$ cat src/arc_pkg.sv
/*
  Constants shared by the auto-reclose sequencer and its register slave.
  Assumes a 40 MHz system clock and an AXI4-Lite master with 32-bit data.
*/
package arc_pkg;
  localparam int CLK_HZ = 40000000;
  localparam int N_REQ = 5;
  // Register byte offsets.
  localparam logic [7:0] OFF_CTRL = 8'h00;
  localparam logic [7:0] OFF_DEAD = 8'h04;
  localparam logic [7:0] OFF_ARC = 8'h08;
  localparam logic [7:0] OFF_RECLAIM = 8'h0c;
  localparam logic [7:0] OFF_STATUS = 8'h10;
  localparam logic [7:0] OFF_IRQ_STAT = 8'h14;
  localparam logic [7:0] OFF_IRQ_MASK = 8'h18;
  // Control register fields.
  localparam int CTRL_SHOTS_LSB = 0;
  localparam int CTRL_ARC_EN = 4;
  localparam int CTRL_REFAULT_TRIP = 5;
  localparam int CTRL_ENABLE = 6;
  localparam int CTRL_LOCK_CLR = 7;
  // Reset values; times are counted in 1 ms ticks.
  localparam logic [31:0] CTRL_RST = 32'h0000_0042;
  localparam logic [31:0] DEAD_RST = 32'h0000_00c8;
  localparam logic [31:0] ARC_RST = 32'h0000_00c8;
  localparam logic [31:0] RECLAIM_RST = 32'h0000_2710;
  localparam int TICK_MS = 1;
  localparam int TICK_CYC = CLK_HZ / 1000 * TICK_MS;
  localparam int CLOSE_TICKS = 4; // Ticks the close command stands.
  // Interrupt status bits.
  localparam int IRQ_CLOSE = 0;
  localparam int IRQ_TRIP = 1;
  localparam int IRQ_LOCK = 2;
  localparam int IRQ_HALT = 3;
  localparam int IRQ_W = 4;
  typedef enum logic [2:0] {
    ST_IDLE, ST_WAIT_OPEN, ST_DEAD, ST_CLOSE, ST_RECLAIM, ST_ARC, ST_LOCKED
  } seq_state_t;
endpackage : arc_pkg

$ cat src/auto_reclose_sequencer.sv
/*
  Auto-reclose sequencer for an overhead feeder breaker, with AXI4-Lite settings.
  Assumes request and breaker inputs are asynchronous pins; one 40 MHz clock.
*/
// Operation
// - Five requests, first highest, fifth lowest priority.
// - Critical request halts any sequence at once.
// - Close only after the dead time elapses.
// - Persisting fault takes further configured shots.
// - Final trip latches lockout blocking closing.
// - Setting selects arcing delay or protection time.
// - Refault in reclaim: next shot or final trip.
// - Lockout holds until cleared from outside.
`timescale 1ns/100ps
module auto_reclose_sequencer
  import arc_pkg::*;
#(
  parameter int TICK_CYCLES = TICK_CYC // Cycles per timing tick, shortened in simulation.
) (
  input wire logic aclk, // System clock, 40 MHz.
  input wire logic aresetn, // Synchronous reset, active low.
  input wire logic reclose_request_top, // Highest priority reclose request.
  input wire logic reclose_request_2, // Second request.
  input wire logic reclose_request_3, // Third request.
  input wire logic reclose_request_4, // Fourth request.
  input wire logic reclose_request_lowest, // Lowest priority reclose request.
  input wire logic critical_request, // Halts reclosing.
  input wire logic breaker_open, // Breaker open status.
  output logic close_cmd, // Breaker close command.
  output logic trip_cmd, // Breaker open command (arcing trip or final trip).
  output logic lockout, // Feeder locked.
  output logic [2:0] active_req, // Index 1..5 of the owning request, 0 if none.
  output logic irq, // Level interrupt.
  input wire logic [7:0] awaddr, // Write address.
  input wire logic awvalid, // Write address valid.
  output logic awready, // Write address ready.
  input wire logic [31:0] wdata, // Write data.
  input wire logic [3:0] wstrb, // Write strobes.
  input wire logic wvalid, // Write data valid.
  output logic wready, // Write data ready.
  output logic [1:0] bresp, // Write response.
  output logic bvalid, // Write response valid.
  input wire logic bready, // Write response ready.
  input wire logic [7:0] araddr, // Read address.
  input wire logic arvalid, // Read address valid.
  output logic arready, // Read address ready.
  output logic [31:0] rdata, // Read data.
  output logic [1:0] rresp, // Read response.
  output logic rvalid, // Read data valid.
  input wire logic rready // Read data ready.
);
  initial begin
    if (TICK_CYCLES < 1) begin
      $error("TICK_CYCLES must be at least one");
    end
  end

  localparam int SYNC_W = N_REQ + 2;

  logic [SYNC_W-1:0] sync1_r;
  logic [SYNC_W-1:0] sync2_r;
  logic [N_REQ-1:0] req;
  logic crit;
  logic brk_open;
  logic [31:0] ctrl_r;
  logic [31:0] dead_r;
  logic [31:0] arc_r;
  logic [31:0] reclaim_r;
  logic lock_clr;
  logic [31:0] status;
  logic [IRQ_W-1:0] irq_set;
  seq_state_t state_r;
  seq_state_t state_nxt;
  logic [31:0] tick_cnt_r;
  logic tick;
  logic [31:0] time_r;
  logic [3:0] shot_r;
  logic [2:0] pick;
  logic enter;

  // Pins cross into the clock domain through two flip-flops.
  always_ff @(posedge aclk) begin
    if (!aresetn) begin
      sync1_r <= '0;
      sync2_r <= '0;
    end else begin
      sync1_r <= {breaker_open, critical_request, reclose_request_lowest, reclose_request_4,
                  reclose_request_3, reclose_request_2, reclose_request_top};
      sync2_r <= sync1_r;
    end
  end
  assign req = sync2_r[N_REQ-1:0];
  assign crit = sync2_r[N_REQ];
  assign brk_open = sync2_r[N_REQ+1];

  // Lowest index wins, so the first request outranks the rest.
  function automatic logic [2:0] prio(input logic [N_REQ-1:0] r);
    logic [2:0] idx;
    idx = 3'h0;
    for (int i = N_REQ - 1; i >= 0; i--) begin
      if (r[i]) begin
        idx = 3'(i + 1);
      end
    end
    return idx;
  endfunction : prio
  assign pick = prio(req);

  // Millisecond tick from a divider; all sequence timing counts ticks.
  always_ff @(posedge aclk) begin
    if (!aresetn) begin
      tick_cnt_r <= 32'h0;
    end else if (tick_cnt_r == 32'(TICK_CYCLES - 1)) begin
      tick_cnt_r <= 32'h0;
    end else begin
      tick_cnt_r <= tick_cnt_r + 32'h1;
    end
  end
  assign tick = tick_cnt_r == 32'(TICK_CYCLES - 1);

  // Next state; the critical request and the enable bit override every state except idle and lockout.
  always_comb begin
    state_nxt = state_r;
    enter = 1'b0;
    case (state_r)
      ST_IDLE: begin
        // A held critical request also keeps a new sequence from starting and bouncing.
        if (pick != 3'h0 && !crit && ctrl_r[CTRL_SHOTS_LSB +: 4] != 4'h0) begin
          state_nxt = ST_WAIT_OPEN;
          enter = 1'b1;
        end
      end
      ST_WAIT_OPEN: begin
        if (brk_open) begin
          state_nxt = ST_DEAD;
          enter = 1'b1;
        end
      end
      ST_DEAD: begin
        if (tick && time_r >= dead_r) begin
          state_nxt = ST_CLOSE;
          enter = 1'b1;
        end
      end
      ST_CLOSE: begin
        if (tick && time_r >= 32'(CLOSE_TICKS)) begin
          state_nxt = ST_RECLAIM;
          enter = 1'b1;
        end
      end
      ST_RECLAIM: begin
        if (pick != 3'h0 || brk_open) begin
          enter = 1'b1;
          if (ctrl_r[CTRL_REFAULT_TRIP] || shot_r >= ctrl_r[CTRL_SHOTS_LSB +: 4]) begin
            state_nxt = ST_LOCKED;
          end else if (ctrl_r[CTRL_ARC_EN]) begin
            state_nxt = ST_ARC;
          end else begin
            state_nxt = ST_WAIT_OPEN;
          end
        end else if (tick && time_r >= reclaim_r) begin
          state_nxt = ST_IDLE;
          enter = 1'b1;
        end
      end
      ST_ARC: begin
        if (tick && time_r >= arc_r) begin
          state_nxt = ST_WAIT_OPEN;
          enter = 1'b1;
        end
      end
      ST_LOCKED: begin
        if (lock_clr) begin
          state_nxt = ST_IDLE;
          enter = 1'b1;
        end
      end
      default: state_nxt = ST_IDLE;
    endcase
    if (state_r != ST_LOCKED && state_r != ST_IDLE && (crit || !ctrl_r[CTRL_ENABLE])) begin
      state_nxt = ST_IDLE;
      enter = 1'b1;
    end
  end

  // Sequence state, shot count and owning request.
  always_ff @(posedge aclk) begin
    if (!aresetn) begin
      state_r <= ST_IDLE;
      shot_r <= 4'h0;
      active_req <= 3'h0;
    end else begin
      state_r <= state_nxt;
      if (state_nxt == ST_IDLE) begin
        shot_r <= 4'h0;
        active_req <= 3'h0;
      end else if (state_r == ST_IDLE) begin
        active_req <= pick;
      end
      if (state_nxt == ST_CLOSE && state_r != ST_CLOSE) begin
        shot_r <= shot_r + 4'h1;
      end
    end
  end

  // Phase timer restarts whenever a phase is entered.
  always_ff @(posedge aclk) begin
    if (!aresetn || enter) begin
      time_r <= 32'h0;
    end else if (tick) begin
      time_r <= time_r + 32'h1;
    end
  end

  // Breaker commands come from flops; no close while locked or before dead time.
  always_ff @(posedge aclk) begin
    if (!aresetn) begin
      close_cmd <= 1'b0;
      trip_cmd <= 1'b0;
      lockout <= 1'b0;
    end else begin
      close_cmd <= state_nxt == ST_CLOSE;
      trip_cmd <= state_nxt == ST_ARC || (state_nxt == ST_LOCKED && !brk_open);
      lockout <= state_nxt == ST_LOCKED;
    end
  end

  assign irq_set[IRQ_CLOSE] = state_nxt == ST_CLOSE && state_r != ST_CLOSE;
  assign irq_set[IRQ_TRIP] = state_nxt == ST_LOCKED && state_r != ST_LOCKED;
  assign irq_set[IRQ_LOCK] = state_r == ST_LOCKED && state_nxt == ST_IDLE;
  assign irq_set[IRQ_HALT] = crit && state_r != ST_IDLE && state_r != ST_LOCKED;
  assign status = {16'h0, active_req, shot_r, lockout, state_r, brk_open, crit, close_cmd,
                   trip_cmd, 1'b0};

  arc_axil u_regs (
    .aclk(aclk),
    .aresetn(aresetn),
    .awaddr(awaddr),
    .awvalid(awvalid),
    .awready(awready),
    .wdata(wdata),
    .wstrb(wstrb),
    .wvalid(wvalid),
    .wready(wready),
    .bresp(bresp),
    .bvalid(bvalid),
    .bready(bready),
    .araddr(araddr),
    .arvalid(arvalid),
    .arready(arready),
    .rdata(rdata),
    .rresp(rresp),
    .rvalid(rvalid),
    .rready(rready),
    .ctrl_r(ctrl_r),
    .dead_r(dead_r),
    .arc_r(arc_r),
    .reclaim_r(reclaim_r),
    .lock_clr(lock_clr),
    .status(status),
    .irq_set(irq_set),
    .irq(irq)
  );

  // The critical request returns the sequence to idle on the next edge.
  property p_crit_halt;
    @(posedge aclk) disable iff (!aresetn)
      crit && state_r != ST_IDLE && state_r != ST_LOCKED |=> state_r == ST_IDLE;
  endproperty
  a_crit_halt: assert property (p_crit_halt) else $error("critical request did not halt");

  // No close command while locked out.
  property p_no_close_locked;
    @(posedge aclk) disable iff (!aresetn) lockout |-> !close_cmd;
  endproperty
  a_no_close_locked: assert property (p_no_close_locked) else $error("close while locked");

  // Close only follows the dead phase.
  property p_close_after_dead;
    @(posedge aclk) disable iff (!aresetn)
      $rose(close_cmd) |-> $past(state_r) == ST_DEAD;
  endproperty
  a_close_after_dead: assert property (p_close_after_dead) else $error("close without dead");

  // Dead time starts only with the breaker seen open.
  property p_dead_on_open;
    @(posedge aclk) disable iff (!aresetn)
      state_r == ST_WAIT_OPEN && !brk_open |=> state_r != ST_DEAD;
  endproperty
  a_dead_on_open: assert property (p_dead_on_open) else $error("dead time before open");

  // Lockout persists until a clear pulse arrives.
  property p_lock_hold;
    @(posedge aclk) disable iff (!aresetn)
      state_r == ST_LOCKED && !lock_clr |=> state_r == ST_LOCKED;
  endproperty
  a_lock_hold: assert property (p_lock_hold) else $error("lockout released early");

  // Highest priority request owns the sequence.
  property p_prio;
    @(posedge aclk) disable iff (!aresetn)
      state_r == ST_IDLE && req[0] && state_nxt == ST_WAIT_OPEN |=> active_req == 3'h1;
  endproperty
  a_prio: assert property (p_prio) else $error("wrong request owner");

  // Refault with trip setting goes straight to lockout.
  property p_refault_trip;
    @(posedge aclk) disable iff (!aresetn)
      state_r == ST_RECLAIM && pick != 3'h0 && ctrl_r[CTRL_REFAULT_TRIP] && !crit
      && ctrl_r[CTRL_ENABLE] |=> lockout;
  endproperty
  a_refault_trip: assert property (p_refault_trip) else $error("refault did not lock");

  // Arcing phase only when the arcing setting is on.
  property p_arc_sel;
    @(posedge aclk) disable iff (!aresetn)
      state_r == ST_ARC |-> ctrl_r[CTRL_ARC_EN];
  endproperty
  a_arc_sel: assert property (p_arc_sel) else $error("arcing phase while disabled");

  // Shot count never exceeds the configured number.
  property p_shot_limit;
    @(posedge aclk) disable iff (!aresetn)
      shot_r <= ctrl_r[CTRL_SHOTS_LSB +: 4] || $changed(ctrl_r);
  endproperty
  a_shot_limit: assert property (p_shot_limit) else $error("too many shots");
endmodule : auto_reclose_sequencer

$ cat src/arc_axil.sv
/*
  AXI4-Lite slave holding the sequencer's settings and interrupt registers.
  Assumes one master on the same clock; one write and one read at a time.
*/
`timescale 1ns/100ps
module arc_axil
  import arc_pkg::*;
(
  input wire logic aclk, // System clock.
  input wire logic aresetn, // Synchronous reset, active low.
  input wire logic [7:0] awaddr, // Write address.
  input wire logic awvalid, // Write address valid.
  output logic awready, // Write address ready.
  input wire logic [31:0] wdata, // Write data.
  input wire logic [3:0] wstrb, // Write byte strobes.
  input wire logic wvalid, // Write data valid.
  output logic wready, // Write data ready.
  output logic [1:0] bresp, // Write response.
  output logic bvalid, // Write response valid.
  input wire logic bready, // Write response ready.
  input wire logic [7:0] araddr, // Read address.
  input wire logic arvalid, // Read address valid.
  output logic arready, // Read address ready.
  output logic [31:0] rdata, // Read data.
  output logic [1:0] rresp, // Read response.
  output logic rvalid, // Read data valid.
  input wire logic rready, // Read data ready.
  output logic [31:0] ctrl_r, // Control register.
  output logic [31:0] dead_r, // Dead time in ticks.
  output logic [31:0] arc_r, // Arcing time in ticks.
  output logic [31:0] reclaim_r, // Reclaim time in ticks.
  output logic lock_clr, // One-cycle lockout clear pulse.
  input wire logic [31:0] status, // Live sequencer status.
  input wire logic [IRQ_W-1:0] irq_set, // Event pulses.
  output logic irq // Level interrupt.
);
  logic aw_hold_r;
  logic w_hold_r;
  logic [7:0] awaddr_r;
  logic [31:0] wdata_r;
  logic [3:0] wstrb_r;
  logic do_wr;
  logic [IRQ_W-1:0] stat_r;
  logic [IRQ_W-1:0] mask_r;

  function automatic logic [31:0] merge(input logic [31:0] old, input logic [31:0] nw,
                                        input logic [3:0] be);
    logic [31:0] res;
    res = old;
    for (int i = 0; i < 4; i++) begin
      if (be[i]) begin
        res[8*i +: 8] = nw[8*i +: 8];
      end
    end
    return res;
  endfunction : merge

  assign awready = !aw_hold_r && !bvalid;
  assign wready = !w_hold_r && !bvalid;
  assign do_wr = aw_hold_r && w_hold_r && !bvalid;
  assign bresp = 2'h0;
  assign arready = !rvalid;
  assign irq = |(stat_r & mask_r);
  assign lock_clr = do_wr && awaddr_r == OFF_CTRL && wstrb_r[0] && wdata_r[CTRL_LOCK_CLR];

  // Address and data are latched independently so either may come first.
  always_ff @(posedge aclk) begin
    if (!aresetn) begin
      aw_hold_r <= 1'b0;
      w_hold_r <= 1'b0;
      bvalid <= 1'b0;
      awaddr_r <= 8'h00;
      wdata_r <= 32'h0;
      wstrb_r <= 4'h0;
    end else begin
      if (awvalid && awready) begin
        aw_hold_r <= 1'b1;
        awaddr_r <= awaddr;
      end
      if (wvalid && wready) begin
        w_hold_r <= 1'b1;
        wdata_r <= wdata;
        wstrb_r <= wstrb;
      end
      if (do_wr) begin
        aw_hold_r <= 1'b0;
        w_hold_r <= 1'b0;
        bvalid <= 1'b1;
      end else if (bvalid && bready) begin
        bvalid <= 1'b0;
      end
    end
  end

  // Settings registers; the lockout clear bit is a pulse and is not stored.
  always_ff @(posedge aclk) begin
    if (!aresetn) begin
      ctrl_r <= CTRL_RST;
      dead_r <= DEAD_RST;
      arc_r <= ARC_RST;
      reclaim_r <= RECLAIM_RST;
      mask_r <= '0;
    end else if (do_wr) begin
      case (awaddr_r)
        OFF_CTRL: ctrl_r <= merge(ctrl_r, wdata_r, wstrb_r) & 32'h0000_007f;
        OFF_DEAD: dead_r <= merge(dead_r, wdata_r, wstrb_r);
        OFF_ARC: arc_r <= merge(arc_r, wdata_r, wstrb_r);
        OFF_RECLAIM: reclaim_r <= merge(reclaim_r, wdata_r, wstrb_r);
        OFF_IRQ_MASK: mask_r <= wstrb_r[0] ? wdata_r[IRQ_W-1:0] : mask_r;
        default: ;
      endcase
    end
  end

  // Sticky events: a set arriving with a write-one clear wins.
  always_ff @(posedge aclk) begin
    if (!aresetn) begin
      stat_r <= '0;
    end else begin
      if (do_wr && awaddr_r == OFF_IRQ_STAT && wstrb_r[0]) begin
        stat_r <= (stat_r & ~wdata_r[IRQ_W-1:0]) | irq_set;
      end else begin
        stat_r <= stat_r | irq_set;
      end
    end
  end

  // Reads answer one cycle after the address; unmapped offsets read zero.
  always_ff @(posedge aclk) begin
    if (!aresetn) begin
      rvalid <= 1'b0;
      rdata <= 32'h0;
      rresp <= 2'h0;
    end else if (arvalid && arready) begin
      rvalid <= 1'b1;
      rresp <= 2'h0;
      case (araddr)
        OFF_CTRL: rdata <= ctrl_r;
        OFF_DEAD: rdata <= dead_r;
        OFF_ARC: rdata <= arc_r;
        OFF_RECLAIM: rdata <= reclaim_r;
        OFF_STATUS: rdata <= status;
        OFF_IRQ_STAT: rdata <= {{(32-IRQ_W){1'b0}}, stat_r};
        OFF_IRQ_MASK: rdata <= {{(32-IRQ_W){1'b0}}, mask_r};
        default: rdata <= 32'h0;
      endcase
    end else if (rvalid && rready) begin
      rvalid <= 1'b0;
    end
  end
endmodule : arc_axil

$ cat config.mk
export PLATFORM = sky130hd
export DESIGN_NAME = auto_reclose_sequencer
export DESIGN_NICKNAME = d
export VERILOG_FILES = /design/src/arc_pkg.sv /design/src/auto_reclose_sequencer.sv /design/src/arc_axil.sv
export SDC_FILE = /design/constraint.sdc
export NUM_CORES = 1
export LEC_CHECK = 0
export BUFFER_PORTS_ARGS = -buffer_cell sky130_fd_sc_hd__buf_2
export CORE_ASPECT_RATIO = 1.1
export CORE_MARGIN = 2
export CORE_UTILIZATION = 30
export DETAILED_ROUTE_END_ITERATION = 8
export HOLD_SLACK_MARGIN = 0.05
export PLACE_DENSITY = 0.55
export SLEW_MARGIN = 20
export SYNTH_ARGS = -nofsm -noshare
export SYNTH_HDL_FRONTEND = slang
export SYNTH_SLANG_ARGS = --single-unit
$ cat constraint.sdc
create_clock -name aclk -period 5.4 [get_ports aclk]
set_input_delay 1.35 -clock aclk [delete_from_list [all_inputs] [get_ports aclk]]
set_output_delay 1.35 -clock aclk [all_outputs]
set_load 0.01 [all_outputs]
; Word-level counts from Yosys, hierarchy flattened
; Index checks and enable logic that the tools add are counted.
[word_totals]
reg_bits = 282
latchBits = 0
mem_bits_rw = 0
mem_bits_ro = 0
in_bits = 66
out_inout_bits = 48
wordCells = 174
mem_count = 0
[classes]
add_sub_neg = 3
n_mul = 0
div = 0
magnitude_cmp = 5
n_eq_ne = 23
shift = 0
mux = 35
bitwise = 6
reduce_logical = 69
[op_table]
columns = op, n
row1 = 32-bit one-hot mux with 7 select lines, 1
row2 = 32-bit >= comparator, 3
row3 = "32-bit by 1-bit adder with 32-bit output, second input constant", 2
row4 = 3-bit two-way mux, 16
row5 = 3-bit AND reduction, 14
row6 = "8-bit by 5-bit == test with 1-bit output, second input constant", 5
row7 = "32-bit by 16-bit == test with 1-bit output, second input constant", 1
row8 = "8-bit by 4-bit == test with 1-bit output, second input constant", 4
row9 = "32-bit by 3-bit >= comparator with 1-bit output, second input constant", 1
row10 = 1-bit logical AND, 28
row11 = 3-bit one-hot mux with 7 select lines, 1
row12 = "8-bit by 3-bit == test with 1-bit output, second input constant", 2
row13 = 8-bit logical NOT, 2
row14 = "3-bit == test, second input constant", 5
row15 = 1-bit two-way mux, 13
row16 = 4-bit two-way mux, 3
row17 = "3-bit by 2-bit == test with 1-bit output, second input constant", 3
row18 = 4-bit bitwise AND, 2
row19 = 1-bit logical NOT, 8
row20 = 4-bit bitwise OR, 2
row21 = 1-bit one-hot mux with 7 select lines, 1
row22 = 3-bit logical NOT, 2
row23 = 2-bit nonzero test, 3
row24 = 3-bit nonzero test, 2
row25 = 11 further kinds, 17

; Logic depth before layout (Yosys ltp)
[depth]
word_depth = 15
mapped_depth = 12
ltp_nobuf = 11

; By module
; Synthesis repeated with hierarchy kept, for this count alone.
[hier_totals]
hier_cells = 1747
area_unflattened_um2 = 14861.8
[modules_own_cells]
columns = mod, instances, cells_each, area_per_inst_um2, seq_area_each_um2
row1 = arc_axil, 1, 922, 8229.1, 3823.7
row2 = auto_reclose_sequencer, 1, 825, 6632.6, 1821.7

; Worst setup path before layout
; No wires, ideal clock.
[synth_timing]
kind = input-to-reg
start = input araddr[1]
end = register u_regs.rdata[22]
setup_ps = 59
arrival_time_ps = 3183
required_time_ps = 5341
path_slack_ps = 2158
cell_stages = 7
path_buffers = 2
path_cell_list = or4b_2 > nor2_1 > clkbuf_1 > clkbuf_1 > a222oi_1 > o21ai_0 > and2_1
[synth_between]
elab_chain_len = 2
word_cells_on_any_way = 8
cone_classes = eq/ne (6) / mux (1) / reduce/logical (1)
[synth_rtl]
columns = element, line
row1 = start: declaration, auto_reclose_sequencer.sv:44  ; input wire logic [7:0] araddr,
row2 = 8-bit by 5-bit == test with 1-bit output (tied with other cells), arc_axil.sv:137  ; case (araddr)
row3 = 32-bit one-hot mux with 7 select lines *, arc_axil.sv:137
row4 = end signal: assignment, arc_axil.sv:138  ; OFF_CTRL: rdata <= ctrl_r;
row5 = end signal: assignment, arc_axil.sv:139  ; OFF_DEAD: rdata <= dead_r;
row6 = end signal: assignment, arc_axil.sv:140  ; OFF_ARC: rdata <= arc_r;
row7 = end: declaration, arc_axil.sv:24  ; output logic [31:0] rdata,
; Every way passes the cells marked *; elsewhere a longest branch is shown, timed or not.
; A chain may end at the register's enable or synchronous reset.

; Worst setup path in the final report
[layout_timing]
start = register state_r[0]
end = register u_regs.stat_r[1]
[layout_between]
elab_chain_len = 8
word_cells_on_any_way = 26
cone_classes = eq/ne (8) / mux (11) / bitwise (2) / reduce/logical (5)
[layout_rtl]
columns = element, line
row1 = start: declaration, auto_reclose_sequencer.sv:72  ; seq_state_t state_r;
row2 = start signal: assignment, auto_reclose_sequencer.sv:193  ; state_r <= state_nxt;
row3 = 3-bit two-way mux (tied with other cells), auto_reclose_sequencer.sv:161  ; end else if (tick && time_r >= reclaim_r) begin
row4 = 3-bit two-way mux / 1-bit logical AND (equally long branches), "auto_reclose_sequencer.sv:152, auto_reclose_sequencer.sv:180"
row5 = 3-bit one-hot mux with 7 select lines / 1-bit logical AND (equally long branches), "auto_reclose_sequencer.sv:125, auto_reclose_sequencer.sv:180"
row6 = 3-bit two-way mux, auto_reclose_sequencer.sv:180  ; if (state_r != ST_LOCKED && state_r != ST_IDLE && (crit || !ctrl_r[CTRL_ENABLE])) begin
row7 = 3-bit == test, auto_reclose_sequencer.sv:229  ; assign irq_set[IRQ_TRIP] = state_nxt == ST_LOCKED && state_r != ST_LOCKED;
row8 = 1-bit logical AND *, auto_reclose_sequencer.sv:229
row9 = 4-bit bitwise OR (on tied branches), "arc_axil.sv:123, arc_axil.sv:121"
row10 = 4-bit two-way mux *, arc_axil.sv:120  ; if (do_wr && awaddr_r == OFF_IRQ_STAT && wstrb_r[0]) begin
row11 = end signal: assignment, arc_axil.sv:121  ; stat_r <= (stat_r & ~wdata_r[IRQ_W-1:0]) | irq_set;
row12 = end signal: assignment, arc_axil.sv:123  ; stat_r <= stat_r | irq_set;
row13 = end: declaration, arc_axil.sv:43  ; logic [IRQ_W-1:0] stat_r;
; Marks and branches as above.

==> flow_metrics.env <==
export IMPL_htreeDepth=2
export IMPL_rrSetupSlack_ns=1.57
export IMPL_fillers=5035
export IMPL_die_h_um=233
export IMPL_final_cell_mix="nand2_1 (374), dfxtp_1 (282), a21boi_0 (136)"
export IMPL_clock_sinks=282
export IMPL_dieArea_um2=49600
export IMPL_p_seq_share_pct=46.2
export IMPL_port_buffers=109
export IMPL_status="finished, final reports clean"
export IMPL_fmax_mhz=261
export IMPL_required_ns=5.86
export IMPL_drive_above_1_share_pct=10.6
export IMPL_synthCells=1760
export IMPL_synth_async_reset_ratio_pct=0
export IMPL_coreArea_um2=47500
export IMPL_place_hpwl_um=30900
export IMPL_syn_area_per_cell_um2=8.14
export IMPL_layout_cells_most_common="nand2_1"
export IMPL_grt_max_degree=170
export IMPL_ant_nets=0
export IMPL_worst_pin_slew_ns=0.958
export IMPL_vdd_ir_drop_max_mv=0.173
export IMPL_slew_headroom_pct=35.6
export IMPL_routed_wirelength_um=41600
export IMPL_power_switching_mw=1.13
export IMPL_worstReg2RegStart="state_r[0]$_SDFF_PN0_"
export IMPL_first_global_vias=12200
export IMPL_insertedDiodeCount=0
export IMPL_clk_pin_slew_ns=0.06
export IMPL_post_drt_wl_per_cell_um=16.6
export IMPL_critPathLaunch="state_r[0]$_SDFF_PN0_"
export IMPL_synth_ff_type="dfxtp_1"
export IMPL_num_io_pins=114
export IMPL_root_buffer="clkbuf_16"
export IMPL_clock_latency_ns=0.52
export IMPL_globalRouteOverflowTotal=0
export IMPL_setup_tns_final_ns=0
export IMPL_comb_power_share_pct=5.9
export IMPL_firstDrtPassIters=7
export IMPL_ys_seq_area_share_pct=39.4
export IMPL_clock_path_buffers=3
export IMPL_report_final_setup_viol=0
export IMPL_hold_violations=0
export IMPL_syn2layout_area_growth_pct=16.0
export IMPL_timing_rr_end="u_regs.stat_r[1]$_SDFF_PN0_"
export IMPL_drc=0
export IMPL_grt_pass1_wl_um=66400
export IMPL_fin_nets=2013
export IMPL_drv_slew=0
export IMPL_syn_cell_area_um2=14300
export IMPL_skew_ns=0.0114
export IMPL_pwr_share_clk_pct=47.9
export IMPL_arrival_ns=4.29
export IMPL_yosys_warnings=0
export IMPL_rows=84
export IMPL_viasPerCell=4.93
export IMPL_path_max_fanout=12
export IMPL_crit_type="reg -> reg"
export IMPL_end_kind="register"
export IMPL_min_path_type="reg -> reg"
export IMPL_cts_resized=0
export IMPL_vias=12400
export IMPL_hold_buffers=0
export IMPL_antenna_found_initial=0
export IMPL_r2r_cells=8
export IMPL_ys_seq_elements=282
export IMPL_cts_buffers=34
export IMPL_leakage_nw=6.13
export IMPL_cts_tree="built"
export IMPL_grt_use_total_pct=16.8
export IMPL_die_w_um=212
export IMPL_p_sw_share_pct=24.1
export IMPL_postCtsSetupRepairBufs=0
export IMPL_timing_final_crit_period_ns=3.83
export IMPL_synth_edf_count=0
export IMPL_rsz0062_at_grt="no"
export IMPL_period_share_pct=70.9
export IMPL_powerDensity_nw_per_um2=284
export IMPL_place_congestion=0.876
export IMPL_intPower_mw=3.58
export IMPL_worstSetupStartpointType="register"
export IMPL_drv_cap=0
export IMPL_fin_hold_ws_ns=0.434
export IMPL_initial_core_util_pct=30.2
export IMPL_drt_initial_drc_count=909
export IMPL_yosysUniqueCellTypes=60
export IMPL_crit_path_end="u_regs.stat_r[1]$_SDFF_PN0_"
[worst max-delay path, stage by stage (launching register included)]
cell       delay (ns)
dfxtp_1          0.70
or3_1            0.40
a2111oi_2        0.16
a2111oi_0        0.79
o211ai_1         0.36
o211ai_1         0.39
nand3_1          0.26
nor4_1           0.52
a32o_1           0.19
[synth_stat cells, drive strengths merged, types with 2 or more instances]
cell type,number,share of area [%]
a2111oi,10,0.61
a211o,2,0.12
a211oi,7,0.37
a21boi,136,7.1
a21o,4,0.21
a21oi,76,2.7
a222oi,22,1.5
a22o,3,0.18
a22oi,33,1.7
a2bb2oi,2,0.12
a31oi,7,0.41
a41oi,2,0.12
and2,51,2.3
and3,17,0.76
and4,4,0.24
buf,8,0.38
clkbuf,70,1.8
dfxtp,282,39
ha,104,9.1
inv,124,3.2
mux2i,11,0.77
nand2,377,9.9
nand2b,8,0.35
nand3,36,1.3
nand4,24,1.0
nor2,108,2.9
nor2b,27,1.2
nor3,22,0.77
nor3b,4,0.21
nor4,25,1.3
nor4b,6,0.37
o211ai,16,0.84
o21ai,45,1.6
or3,10,0.44
or4,6,0.35
xnor2,27,1.6
xor2,30,1.8
[worst min path at each step]
stage,start,to,slack [ns],depth (start not counted)
finish,sync1_r[6]$_SDFF_PN0_,sync2_r[6]$_SDFF_PN0_,0.43,1
global route,sync1_r[6]$_SDFF_PN0_,sync2_r[6]$_SDFF_PN0_,0.45,1
CTS,sync1_r[6]$_SDFF_PN0_,sync2_r[6]$_SDFF_PN0_,0.44,1
detailed placement,sync1_r[6]$_SDFF_PN0_,sync2_r[6]$_SDFF_PN0_,0.42,1
global placement,sync1_r[3]$_SDFF_PN0_,sync2_r[3]$_SDFF_PN0_,0.43,1
floorplan,sync1_r[0]$_SDFF_PN0_,sync2_r[0]$_SDFF_PN0_,0.41,1
[power by group through the flow]
stage | Combinational, mW | Clock (mW) | Sequential (mW)
6_report | 0.280 | 2.26 | 2.18
5_1_grt | 0.311 | 2.40 | 2.18
4_1_cts | 0.282 | 2.32 | 2.18
3_5_place_dp | 0.281 | 0 | 2.22
3_3_place_gp | 0.276 | 0 | 2.22
2_1_floorplan | 0.194 | 0 | 2.19
[metrics by stage]
stage	instances	worst slack (ns)	instance area, um2	utilization, %	total power [mW]
floorplan	1763	2.16	14300	-	2.39
global placement	2452	1.02	15500	32.6	2.50
detailed placement	2452	1.62	15500	32.7	2.50
CTS	2510	1.58	16600	35.0	4.78
global route	2510	1.42	16600	35.0	4.89
finish	2510	1.57	16600	35.0	4.71
[sequential cells by signal, summed over array words and instances, names as in the netlist, 8 cells and up]
register	cells
u_regs.arc_r	32
u_regs.dead_r	32
u_regs.wdata_r	32
u_regs.rdata	32
tick_cnt_r	32
time_r	32
u_regs.reclaim_r	32
u_regs.awaddr_r	8
[final cells by class]
| type | instances | area, um2 | area share (%) |
|---|---|---|---|
| multi-input cells | 1279 | 7940 | 47.8 |
| clock buffers | 50 | 1050 | 6.34 |
| clock inverters | 8 | 53.8 | 0.324 |
| flip-flops and latches | 282 | 5650 | 34.0 |
| inverters | 124 | 465 | 2.80 |
| well taps | 645 | 807 | 4.85 |
| repair buffers | 122 | 658 | 3.96 |
[routing by layer]
layer | GRT usage [%] | routed length [um]
met2 | 28.9 | 19700
met3 | 2.82 | 2030
met1 | 21.6 | 18900
met5 | 0 | 0
met4 | 4.81 | 994
[cells by family after synthesis]
kind of cell    count (synthesis)  synth area share (%)
mux                            12                 0.847
simple gates                  727                  23.4
compound gates                375                  18.3
xor+xnor                       57                  3.48
other cells                     1                0.0262
flops                         282                  39.4
fa+ha+maj                     104                  9.08
buf+inv                       202                  5.46
Note: power is estimated with default switching activity, not from simulation.
